<file path="src/wpl_pkg.sv">
// Constants and types of the wake-up pending latch.
// Assumes an APB master on pclk; register byte address is four times the index.
package wpl_pkg;

  // ----------------------------------------------------------------
  // Register indices (byte address = index * 4)
  // ----------------------------------------------------------------
  localparam logic [7:0] IDX_POL_LO   = 8'h80;
  localparam logic [7:0] IDX_POL_HI   = 8'hA0;
  localparam logic [7:0] IDX_EN_LO    = 8'h82;
  localparam logic [7:0] IDX_EN_HI    = 8'hA2;
  localparam logic [7:0] IDX_RTA_LO   = 8'h84;
  localparam logic [7:0] IDX_RTA_HI   = 8'hA4;
  localparam logic [7:0] IDX_RTB_LO   = 8'h86;
  localparam logic [7:0] IDX_RTB_HI   = 8'hA6;
  localparam logic [7:0] IDX_PEND_LO  = 8'h88;
  localparam logic [7:0] IDX_PEND_HI  = 8'hA8;
  localparam logic [7:0] IDX_CLR_LO   = 8'h8A;
  localparam logic [7:0] IDX_CLR_HI   = 8'hAA;
  localparam logic [7:0] IDX_IEN_LO   = 8'h8C;
  localparam logic [7:0] IDX_IEN_HI   = 8'hAC;
  localparam logic [7:0] IDX_IRQ_STAT = 8'hB0;
  localparam logic [7:0] IDX_IRQ_MASK = 8'hB2;

  // ----------------------------------------------------------------
  // Widths and reset values
  // ----------------------------------------------------------------
  localparam int          HALF_CH      = 16;
  localparam int          NUM_CH       = 32;
  localparam int          NUM_REQ      = 8;
  localparam logic [15:0] RST_HALF     = 16'h0000;
  localparam logic [31:0] RST_ROUTE    = 32'h0000_0000;
  localparam logic [7:0]  RST_IRQ      = 8'h00;
  localparam logic [31:0] RD_UNDEF     = 32'h0000_0000;
  localparam int          APB_WAIT_CYC = 1;

  // ----------------------------------------------------------------
  // Channel configuration, both halves packed low to high
  // ----------------------------------------------------------------
  typedef struct packed {
    logic [31:0] polarity;
    logic [31:0] enable;
    logic [31:0] irq_enable;
    logic [63:0] route;
  } wpl_cfg_t;

endpackage

</file>
<file path="src/wpl_latch.sv">
// Wake-up pending latch: 32 edge channels, pending set/clear, request routing.
// Assumes an APB3 master on pclk and asynchronous wake inputs.
//
// Decided for this implementation: the register addresses and the APB register port.
`timescale 1ns/1ns
`default_nettype none

module wpl_latch #(
  parameter int ADDR_W = 10,
  parameter int HALF_W = 16
) (
  input  wire logic              pclk,
  input  wire logic              presetn,
  input  wire logic              psel,
  input  wire logic              penable,
  input  wire logic              pwrite,
  input  wire logic [ADDR_W-1:0] paddr,
  input  wire logic [31:0]       pwdata,
  output logic      [31:0]       prdata,
  output logic                   pready,
  output logic                   pslverr,
  input  wire logic [15:0]       wake_inputs_lower,
  input  wire logic [15:0]       wake_inputs_upper,
  output logic      [7:0]        irq_req,
  output logic                   irq
);

  // ----------------------------------------------------------------
  // Elaboration checks
  // ----------------------------------------------------------------
  if (ADDR_W < 10) begin : g_chk_addr
    $error("ADDR_W too small for the register map");
  end
  if (HALF_W != wpl_pkg::HALF_CH) begin : g_chk_half
    $error("HALF_W must be 16");
  end

  // ----------------------------------------------------------------
  // Functions
  // ----------------------------------------------------------------
  // Four request lines from sixteen channels and their 2-bit selects
  function automatic logic [3:0] wpl_route(input logic [15:0] act,
                                           input logic [31:0] sel);
    logic [3:0] r;
    r = 4'h0;
    for (int c = 0; c < 16; c++) begin
      if (act[c]) begin
        r[sel[2*c +: 2]] = 1'b1;
      end
    end
    return r;
  endfunction

  function automatic logic wpl_hit(input logic [ADDR_W-1:0] a,
                                   input logic [7:0] idx);
    return (a == ADDR_W'({idx, 2'h0}));
  endfunction

  // ----------------------------------------------------------------
  // Input synchronisers and edge detection
  // ----------------------------------------------------------------
  logic [31:0] sync1_ff;
  logic [31:0] sync2_ff;
  logic [31:0] sync3_ff;
  logic [31:0] nxt_sync1;
  logic [31:0] nxt_sync2;
  logic [31:0] nxt_sync3;
  logic [31:0] rise;
  logic [31:0] fall;
  logic [31:0] hw_set;

  wpl_pkg::wpl_cfg_t cfg_ff;
  wpl_pkg::wpl_cfg_t nxt_cfg;

  always_comb begin
    nxt_sync1 = {wake_inputs_upper, wake_inputs_lower};
    nxt_sync2 = sync1_ff;
    nxt_sync3 = sync2_ff;
    rise      = sync2_ff & ~sync3_ff;
    fall      = ~sync2_ff & sync3_ff;
    // Edge of selected polarity on enabled channels only
    hw_set    = cfg_ff.enable & ((~cfg_ff.polarity & rise) |
                                 (cfg_ff.polarity & fall));
  end

  always_ff @(posedge pclk or negedge presetn) begin
    if (!presetn) begin
      sync1_ff <= '0;
      sync2_ff <= '0;
      sync3_ff <= '0;
    end else begin
      sync1_ff <= nxt_sync1;
      sync2_ff <= nxt_sync2;
      sync3_ff <= nxt_sync3;
    end
  end

  // ----------------------------------------------------------------
  // APB slave
  // ----------------------------------------------------------------
  logic        ready_ff;
  logic        nxt_ready;
  logic [31:0] rdata_ff;
  logic [31:0] nxt_rdata;
  logic        err_ff;
  logic        nxt_err;
  logic        acc;
  logic        wr_done;
  logic        mapped;
  logic [31:0] rd_val;
  logic [31:0] pend_ff;
  logic [31:0] nxt_pend;
  logic [7:0]  stat_ff;
  logic [7:0]  nxt_stat;
  logic [7:0]  mask_ff;
  logic [7:0]  nxt_mask;

  always_comb begin
    acc     = psel & penable;
    wr_done = acc & ready_ff & pwrite;
    mapped  = 1'b1;
    rd_val  = 32'h0000_0000;
    unique case (1'b1)
      wpl_hit(paddr, wpl_pkg::IDX_POL_LO):   rd_val[15:0] = cfg_ff.polarity[15:0];
      wpl_hit(paddr, wpl_pkg::IDX_POL_HI):   rd_val[15:0] = cfg_ff.polarity[31:16];
      wpl_hit(paddr, wpl_pkg::IDX_EN_LO):    rd_val[15:0] = cfg_ff.enable[15:0];
      wpl_hit(paddr, wpl_pkg::IDX_EN_HI):    rd_val[15:0] = cfg_ff.enable[31:16];
      wpl_hit(paddr, wpl_pkg::IDX_IEN_LO):   rd_val[15:0] = cfg_ff.irq_enable[15:0];
      wpl_hit(paddr, wpl_pkg::IDX_IEN_HI):   rd_val[15:0] = cfg_ff.irq_enable[31:16];
      wpl_hit(paddr, wpl_pkg::IDX_RTA_LO):   rd_val[15:0] = cfg_ff.route[15:0];
      wpl_hit(paddr, wpl_pkg::IDX_RTB_LO):   rd_val[15:0] = cfg_ff.route[31:16];
      wpl_hit(paddr, wpl_pkg::IDX_RTA_HI):   rd_val[15:0] = cfg_ff.route[47:32];
      wpl_hit(paddr, wpl_pkg::IDX_RTB_HI):   rd_val[15:0] = cfg_ff.route[63:48];
      wpl_hit(paddr, wpl_pkg::IDX_PEND_LO):  rd_val[15:0] = pend_ff[15:0];
      wpl_hit(paddr, wpl_pkg::IDX_PEND_HI):  rd_val[15:0] = pend_ff[31:16];
      wpl_hit(paddr, wpl_pkg::IDX_CLR_LO),
      wpl_hit(paddr, wpl_pkg::IDX_CLR_HI):   rd_val = wpl_pkg::RD_UNDEF;
      wpl_hit(paddr, wpl_pkg::IDX_IRQ_STAT): rd_val[7:0] = stat_ff;
      wpl_hit(paddr, wpl_pkg::IDX_IRQ_MASK): rd_val[7:0] = mask_ff;
      default:                               mapped = 1'b0;
    endcase
    // One wait state: pready rises in the second access cycle
    nxt_ready = acc & ~ready_ff;
    nxt_rdata = (acc & ~ready_ff & ~pwrite) ? rd_val : 32'h0000_0000;
    nxt_err   = acc & ~ready_ff & ~mapped;
  end

  always_ff @(posedge pclk or negedge presetn) begin
    if (!presetn) begin
      ready_ff <= 1'b0;
      rdata_ff <= 32'h0000_0000;
      err_ff   <= 1'b0;
    end else begin
      ready_ff <= nxt_ready;
      rdata_ff <= nxt_rdata;
      err_ff   <= nxt_err;
    end
  end

  // ----------------------------------------------------------------
  // Configuration and pending registers
  // ----------------------------------------------------------------
  logic [31:0] sw_set;
  logic [31:0] sw_clr;

  always_comb begin
    nxt_cfg = cfg_ff;
    sw_set  = 32'h0000_0000;
    sw_clr  = 32'h0000_0000;
    if (wr_done) begin
      if (wpl_hit(paddr, wpl_pkg::IDX_POL_LO))  nxt_cfg.polarity[15:0]    = pwdata[15:0];
      if (wpl_hit(paddr, wpl_pkg::IDX_POL_HI))  nxt_cfg.polarity[31:16]   = pwdata[15:0];
      if (wpl_hit(paddr, wpl_pkg::IDX_EN_LO))   nxt_cfg.enable[15:0]      = pwdata[15:0];
      if (wpl_hit(paddr, wpl_pkg::IDX_EN_HI))   nxt_cfg.enable[31:16]     = pwdata[15:0];
      if (wpl_hit(paddr, wpl_pkg::IDX_IEN_LO))  nxt_cfg.irq_enable[15:0]  = pwdata[15:0];
      if (wpl_hit(paddr, wpl_pkg::IDX_IEN_HI))  nxt_cfg.irq_enable[31:16] = pwdata[15:0];
      if (wpl_hit(paddr, wpl_pkg::IDX_RTA_LO))  nxt_cfg.route[15:0]       = pwdata[15:0];
      if (wpl_hit(paddr, wpl_pkg::IDX_RTB_LO))  nxt_cfg.route[31:16]      = pwdata[15:0];
      if (wpl_hit(paddr, wpl_pkg::IDX_RTA_HI))  nxt_cfg.route[47:32]      = pwdata[15:0];
      if (wpl_hit(paddr, wpl_pkg::IDX_RTB_HI))  nxt_cfg.route[63:48]      = pwdata[15:0];
      if (wpl_hit(paddr, wpl_pkg::IDX_PEND_LO)) sw_set[15:0]  = pwdata[15:0];
      if (wpl_hit(paddr, wpl_pkg::IDX_PEND_HI)) sw_set[31:16] = pwdata[15:0];
      if (wpl_hit(paddr, wpl_pkg::IDX_CLR_LO))  sw_clr[15:0]  = pwdata[15:0];
      if (wpl_hit(paddr, wpl_pkg::IDX_CLR_HI))  sw_clr[31:16] = pwdata[15:0];
    end
    // Set terms applied after the clear so they win
    nxt_pend = (pend_ff & ~sw_clr) | sw_set | hw_set;
  end

  always_ff @(posedge pclk or negedge presetn) begin
    if (!presetn) begin
      cfg_ff.polarity   <= {wpl_pkg::RST_HALF, wpl_pkg::RST_HALF};
      cfg_ff.enable     <= {wpl_pkg::RST_HALF, wpl_pkg::RST_HALF};
      cfg_ff.irq_enable <= {wpl_pkg::RST_HALF, wpl_pkg::RST_HALF};
      cfg_ff.route      <= {wpl_pkg::RST_ROUTE, wpl_pkg::RST_ROUTE};
      pend_ff           <= {wpl_pkg::RST_HALF, wpl_pkg::RST_HALF};
    end else begin
      cfg_ff            <= nxt_cfg;
      pend_ff           <= nxt_pend;
    end
  end

  // ----------------------------------------------------------------
  // Request routing and interrupt status
  // ----------------------------------------------------------------
  logic [31:0] act;
  logic [7:0]  nxt_req;
  logic [7:0]  req_ff;
  logic        irq_ff;
  logic        nxt_irq;
  logic [7:0]  stat_clr;

  always_comb begin
    act      = pend_ff & cfg_ff.irq_enable;
    nxt_req  = {wpl_route(act[31:16], cfg_ff.route[63:32]),
                wpl_route(act[15:0], cfg_ff.route[31:0])};
    nxt_mask = mask_ff;
    stat_clr = 8'h00;
    if (wr_done && wpl_hit(paddr, wpl_pkg::IDX_IRQ_MASK)) nxt_mask = pwdata[7:0];
    if (wr_done && wpl_hit(paddr, wpl_pkg::IDX_IRQ_STAT)) stat_clr = pwdata[7:0];
    // Active request lines are sticky events; set wins over clear
    nxt_stat = (stat_ff & ~stat_clr) | req_ff;
    nxt_irq  = |(nxt_stat & nxt_mask);
  end

  always_ff @(posedge pclk or negedge presetn) begin
    if (!presetn) begin
      req_ff  <= wpl_pkg::RST_IRQ;
      stat_ff <= wpl_pkg::RST_IRQ;
      mask_ff <= wpl_pkg::RST_IRQ;
      irq_ff  <= 1'b0;
    end else begin
      req_ff  <= nxt_req;
      stat_ff <= nxt_stat;
      mask_ff <= nxt_mask;
      irq_ff  <= nxt_irq;
    end
  end

  assign prdata  = rdata_ff;
  assign pready  = ready_ff;
  assign pslverr = err_ff;
  assign irq_req = req_ff;
  assign irq     = irq_ff;

  // ----------------------------------------------------------------
  // Assertions
  // ----------------------------------------------------------------
  logic wr_pend_lo;
  logic wr_clr_lo;
  logic rd_clr;
  assign wr_pend_lo = wr_done & wpl_hit(paddr, wpl_pkg::IDX_PEND_LO);
  assign wr_clr_lo  = wr_done & wpl_hit(paddr, wpl_pkg::IDX_CLR_LO);
  assign rd_clr     = psel & penable & ~pwrite & ~ready_ff &
                      (wpl_hit(paddr, wpl_pkg::IDX_CLR_LO) |
                       wpl_hit(paddr, wpl_pkg::IDX_CLR_HI));

  property p_hw_latch;
    @(posedge pclk) disable iff (!presetn)
    (|hw_set) |=> ((pend_ff & $past(hw_set)) == $past(hw_set));
  endproperty
  a_hw_latch: assert property (p_hw_latch) else $error("trigger not latched");

  property p_sw_set;
    @(posedge pclk) disable iff (!presetn)
    wr_pend_lo |=> ((pend_ff[15:0] & $past(pwdata[15:0])) == $past(pwdata[15:0]));
  endproperty
  a_sw_set: assert property (p_sw_set) else $error("pending write did not set");

  property p_no_sw_drop;
    @(posedge pclk) disable iff (!presetn)
    !(wr_done && (wpl_hit(paddr, wpl_pkg::IDX_CLR_LO) || wpl_hit(paddr, wpl_pkg::IDX_CLR_HI)))
      |=> (($past(pend_ff) & ~pend_ff) == 32'h0000_0000);
  endproperty
  a_no_sw_drop: assert property (p_no_sw_drop) else $error("pending bit lost");

  property p_clear;
    @(posedge pclk) disable iff (!presetn)
    (wr_clr_lo && ((hw_set[15:0] & pwdata[15:0]) == 16'h0000))
      |=> ((pend_ff[15:0] & $past(pwdata[15:0])) == 16'h0000);
  endproperty
  a_clear: assert property (p_clear) else $error("clear write ignored");

  property p_clr_read;
    @(posedge pclk) disable iff (!presetn)
    rd_clr |=> (pready && prdata == wpl_pkg::RD_UNDEF);
  endproperty
  a_clr_read: assert property (p_clr_read) else $error("clear read data wrong");

  property p_disabled;
    @(posedge pclk) disable iff (!presetn)
    !wr_done |=> ((pend_ff & ~$past(pend_ff) & ~$past(cfg_ff.enable)) == 32'h0000_0000);
  endproperty
  a_disabled: assert property (p_disabled) else $error("disabled channel fired");

  property p_rise;
    @(posedge pclk) disable iff (!presetn)
    (cfg_ff.enable[0] && !cfg_ff.polarity[0] && $rose(sync2_ff[0])) |=> pend_ff[0];
  endproperty
  a_rise: assert property (p_rise) else $error("rising edge missed");

  property p_fall;
    @(posedge pclk) disable iff (!presetn)
    (cfg_ff.enable[16] && cfg_ff.polarity[16] && $fell(sync2_ff[16])) |=> pend_ff[16];
  endproperty
  a_fall: assert property (p_fall) else $error("falling edge missed");

  property p_route0;
    @(posedge pclk) disable iff (!presetn)
    (pend_ff[0] && cfg_ff.irq_enable[0] && cfg_ff.route[1:0] == 2'h0) |=> irq_req[0];
  endproperty
  a_route0: assert property (p_route0) else $error("line 0 not raised");

  property p_route_hi;
    @(posedge pclk) disable iff (!presetn)
    (pend_ff[16] && cfg_ff.irq_enable[16] && cfg_ff.route[33:32] == 2'h3) |=> irq_req[7];
  endproperty
  a_route_hi: assert property (p_route_hi) else $error("line 7 not raised");

  property p_ien_gate;
    @(posedge pclk) disable iff (!presetn)
    ((pend_ff & cfg_ff.irq_enable) == 32'h0000_0000) |=> (irq_req == 8'h00);
  endproperty
  a_ien_gate: assert property (p_ien_gate) else $error("request without enable");

  property p_irq_out;
    @(posedge pclk) disable iff (!presetn)
    ##1 (irq == |(stat_ff & mask_ff));
  endproperty
  a_irq_out: assert property (p_irq_out) else $error("irq level mismatch");

  property p_ready_pulse;
    @(posedge pclk) disable iff (!presetn)
    pready |=> !pready;
  endproperty
  a_ready_pulse: assert property (p_ready_pulse) else $error("pready held");

endmodule

`default_nettype wire

</file>
<file path="config.mk">
export PLATFORM = sky130hd
export DESIGN_NAME = wpl_latch
export DESIGN_NICKNAME = d
export VERILOG_FILES = /design/src/wpl_pkg.sv /design/src/wpl_latch.sv
export SDC_FILE = /design/constraint.sdc
export NUM_CORES = 1
export LEC_CHECK = 0
export BUFFER_PORTS_ARGS = -buffer_cell sky130_fd_sc_hd__buf_2
export CAP_MARGIN = 25
export CORE_ASPECT_RATIO = 0.9
export CORE_MARGIN = 4
export CORE_UTILIZATION = 50
export DETAILED_ROUTE_END_ITERATION = 8
export PLACE_DENSITY = 0.68
export SETUP_SLACK_MARGIN = 0.15
export SYNTH_ARGS = -nofsm -noshare
export SYNTH_HDL_FRONTEND = slang
export SYNTH_SLANG_ARGS = --single-unit
</file>
<file path="constraint.sdc">
create_clock -name pclk -period 5.3 [get_ports pclk]
set_input_delay 1.06 -clock pclk [delete_from_list [all_inputs] [get_ports pclk]]
set_output_delay 1.06 -clock pclk [all_outputs]
set_load 0.05 [all_outputs]
</file>
## After elaboration in Yosys (flattened, before gate mapping)

Index checks and enable logic that the tools add are counted.

- Register bits after elaboration: 331
- Bits in latches: 0
- RAM bits: 0
- Bits in read-only memories: 0
- Input port bits: 79
- Output and inout port bits: 43
- Word-level logic and storage cells: 312
- Memories: 0

- Add/subtract/negate cells: 0
- Multiply operators: 0
- Divide/modulo/power cells: 0
- $lt $le $gt $ge: 64
- Equality and inequality tests: 16
- Shift operators: 0
- Mux-type cells: 108
- Bitwise logic cells: 57
- Reduce and logical (&&, ||, !) cells: 46

Operators with widths:

| cell | count |
|---|---|
| $and 32x32->32 | 7 |
| $eq 10x10->1 const B | 16 |
| $mux 4 | 32 |
| $not 32->32 | 4 |
| $or 4x4->4 | 30 |
| $pmux 8 s14 | 1 |
| $lt 2x3->1 const B | 32 |
| $or 32x32->32 | 3 |
| $pmux 8 s12 | 1 |
| $mux 16 | 5 |
| $demux 1 s2 | 32 |
| $ge 2x1->1 const B | 32 |
| $mux 32 | 2 |
| $logic_and 1x1->1 | 34 |
| $mux 1 | 33 |
| $reduce_and 2->1 | 10 |
| $and 8x8->8 | 2 |
| $mux 8 | 2 |
| $reduce_or 16->1 | 1 |
| $not 8->8 | 1 |
| $or 8x8->8 | 1 |
| $reduce_or 8->1 | 1 |
| $and 1x1->1 | 6 |
| $not 1->1 | 3 |

## Depth between registers and ports, before layout

- Depth after elaboration: 35
- Mapped depth: 8
- Gate-level depth less buffers: 5

## Least setup slack after synthesis

OpenSTA, ideal clock, no wires.

- Path type: input to register
- Start: in paddr[0]
- End: reg cfg_ff[85] (netlist name)
- Setup time: 0.125 ns
- Arrival time: 2.634 ns
- Required time: 5.175 ns
- Path slack: 2.541 ns
- Stages on the path: 5
- Path buffers: 2
- Cells stage by stage: buf_4 or4b_4 nor3_4 buf_6 mux2_2

- Cells in the longest elaborated chain, start to end: 2

Ends and longest elaborated chain:

| element | line | source |
|---|---|---|
| start, declared | wpl_latch.sv:17 | `input wire logic [ADDR_W-1:0] paddr,` |
| $eq 10x10->1 | wpl_latch.sv:56 | `return (a == ADDR_W'({idx, 2'h0}));` |
| $reduce_and 2->1 (no source line) | - |  |
| end signal, assigned | wpl_latch.sv:198 | `cfg_ff <= nxt_cfg;` |
| end, declared | wpl_latch.sv:72 | `wpl_pkg::wpl_cfg_t cfg_ff;` |

Every way passes these cells.
A chain may end at the register's enable or synchronous reset.

## Worst setup path after layout

- Start: in paddr[1]
- End: reg cfg_ff[96] (netlist name)

The elaborated chain is that of the path after synthesis.

==> impl_results.md <==
- Synth top cells by count: dfrtp_1 (331), mux2_2 (155), nand2_1 (81)
- Slew margin rel.: 29.87%
- Core Footprint: 0.03003 mm²
- Width of the die: 192.2 µm
- Drt pass-1 iters: 6
- Reg2reg start: pready
- Worst Hold Path Cells: 0
- H-tree levels: 2
- CP startpoint kind: primary input
- CTS clk-pin slew, worst paths: 60 ps
- Die Area: 0.03340 mm²
- Fin worst setup slack: 1984 ps
- Mapped Area: 0.01527 mm²
- Worst vdd ir: between 0.2 and 0.3 mV
- Syn. warnings: 0
- Fin crit share: 62.56%
- Worst endpoint required time: 5700 ps
- Mapped Cells: 1277
- CP startpoint: paddr[1]
- Clk sink count: approximately 330
- Die Height: 173.8 µm
- CTS buffer count: 37
- Comb power frac: 4.6%
- Via count: 11740
- Yosys reg bits: 331
- Layout cell share with drive strength beyond 1: 27.08%
- Count of different cell masters after synthesis: 67
- Area Overhead vs Synth: 13.27%
- Arrival time worst endpoint: 3720 ps
- Dpl cell area: 0.01604 mm²
- Number of DRC markers in iteration 0: 1313
- Worst setup endpoint: cfg_ff[96]
- Yosys top cell area share: 54.25%
- RSZ-0062 raised after global routing: false
- Status: complete, no violations
- Worst-Margin Slew: 1049 ps
- Fill count: 2514
- CTS root buf: clkbuf_16
- CTS tree: yes
- Power share of the clock group: between 40% and 50%
- Gr usage total: 30.40%
- Most common flop cell mapped by yosys: dfrtp_1
- R2r worst-path depth: 5
- Sw Pwr: 1.232 mW
- Min Clock Period, post-route: between 3000 and 4000 ps
- Number of setup violations in the final report: 0
- Rows: 60
- Post-CTS Setup Inserts: 0
- Switch share: 22.44%
- Sequential-to-total area share from yosys stat: 54.25%
- Gpl congestion: approximately 1.0
- Pre-CTS setup slack: 1557 ps
- Most numerous cell in the Yosys netlist: dfrtp_1
- Syn avg cell area: around 12 µm²
- Setup slack, reg-to-reg: roughly 2700 ps
- Hold violation total from the final report: 0
- Reg area: 0.008283 mm²
- Boundary pin count: 122
- Max-Cap Viols: 0
- Asr flop ratio synth: between 90% and 100%
- Detailed placement HPWL: 36860 µm
- Setup TNS: 0 ps
- Crit-path max FO: 12
- Maximum clock frequency: a little over 300 MHz
- Fin. max-slew vios: 0
- DR DRC count: 0
- R2r endpoint: irq
- Fin cells: ~1800
- Placed Cells: 1731
- Gr ovfl total: 0
- Int Power: between 4 and 5 mW
- Vias in the first global route: ~12000
- Avg WL per Cell: 28.31 µm
- Hold WC Path Type: reg2reg
- Remaining antenna violation count after routing: 0
- Initial antenna violation count: 2
- Port bufs: 89
- CTS Buffer Depth: 3
- PwrDens: 317.3 mW/mm²
- Worst setup EP type: register
- Post-layout nets: 1446
- Initial Util: between 50 and 60%
- Diodes inserted: 0
- Number of synthesized flops with an enable pin: 0
- Post-CTS sizing: 0
- Clock Skew: roughly 13 ps
- Quantity of hold-fixing buffers added after cts: 0
- Register share of total power: 47.2%
- Leak: about 7.8 nW
- Vias per cell: 6.539
- First-pass GRT wire length: 75680 µm
- Largest cells by area after synthesis: dfrtp_1 (54%), mux2_2 (11%), o21ai_0 (2.6%)
- Largest net degree at the start of global routing: 99
- Dominant cell type by area after synthesis: dfrtp_1
- Design area: 0.01729 mm²
- WL final: just over 50000 µm
- Area of the multi-input gates: 0.006506 mm²
- Setup CP Type: in2reg
- Skew-Pair Late Insertion Delay: 530 ps
- Worst hold slack: around 340 ps
## kinds of logic after synthesis
kind of cell	after synthesis	synth area share [%]
other	1	0.02456
muxes	200	15.31
AOI/OAI and AO/OA	266	11.78
and+or+nand+nor	380	15.14
buffers and inverters	99	3.507
DFF	331	54.25
## power groups by stage
stage	combinational (mW)	sequential [mW]	clock (mW)
after floorplan	0.125	2.63	0
after global placement	0.247	2.63	0
after detailed placement	0.248	2.63	0
after CTS	0.249	2.59	2.69
after global routing	0.267	2.59	2.80
final	0.250	2.59	2.65
## cell type report
type                            count  area share (%)
Timing Repair Buffer              113           3.820
Sequential cell                   331           47.89
Clock inverter                     17           1.281
Tap cell                          403           2.916
Clock buffer                       47           5.990
Inverter                           22          0.4775
Multi-Input combinational cell    862           37.62
## critical path: stages
cell	delay, ps
buf_2	170
nor3_1	500
nand2_2	400
nor3_4	950
buf_4	290
mux2_2	340
## cell usage in the layout, fill, tap and decap left out, types with 4 or more instances in the layout
cell type	n
inv_1	22
nand4_1	31
mux2i_1	25
buf_2	88
nand2_1	81
o2111ai_1	9
nand3_1	46
a221oi_1	14
mux2_4	10
a22o_1	4
o21ai_0	78
nand3b_1	5
mux4_2	7
nor2_1	53
buf_4	22
bufinv_16	5
nor4_1	11
nor3b_1	36
conb_1	16
nor2b_1	5
nand2_2	4
a31oi_1	19
and3b_1	32
o2bb2ai_1	4
mux2_2	155
o22ai_1	19
a222oi_1	6
nor3_4	7
a22oi_1	35
dfrtp_1	331
nor3_1	35
o32ai_1	13
and3_1	4
clkbuf_1	5
o211ai_1	33
a21oi_1	16
clkbuf_16	39
clkinv_2	8
## stage by stage
| stage | total power [mW] | util (%) |
|---|---|---|
| CTS | 5.528 | 57.59 |
| global placement | 2.880 | 53.40 |
| finish | 5.487 | 57.59 |
| global route | 5.665 | 57.59 |
| floorplan | 2.757 | - |
| detailed placement | 2.883 | 53.40 |
## registers in the layout, summed over array words and instances (netlist names)
signal,cells
irq_req,8
mask_ff,8
stat_ff,8
prdata,16
nxt_sync2,32
pend_ff,32
pready,1
cfg_ff,160
pslverr,1
nxt_sync3,32
sync3_ff,32
irq,1
## routing by layer
metal	global-route usage (%)	share of wire, %
met1	44.88	43
met2	44.06	44
met3	8.216	10
met4	9.447	3.5
met5	0	0.045
## how the worst min path moves through the flow
stage / from / endpoint / slack [ps]
floorplan: nxt_sync2[0] / nxt_sync3[0] / 330
global placement: nxt_sync2[4] / nxt_sync3[4] / 330
detailed placement: nxt_sync2[13] / nxt_sync3[13] / 330
CTS: nxt_sync2[15] / nxt_sync3[15] / 350
global route: nxt_sync2[15] / nxt_sync3[15] / 350
finish: nxt_sync2[12] / nxt_sync3[12] / 340
Power figures use the tool's default switching activity.
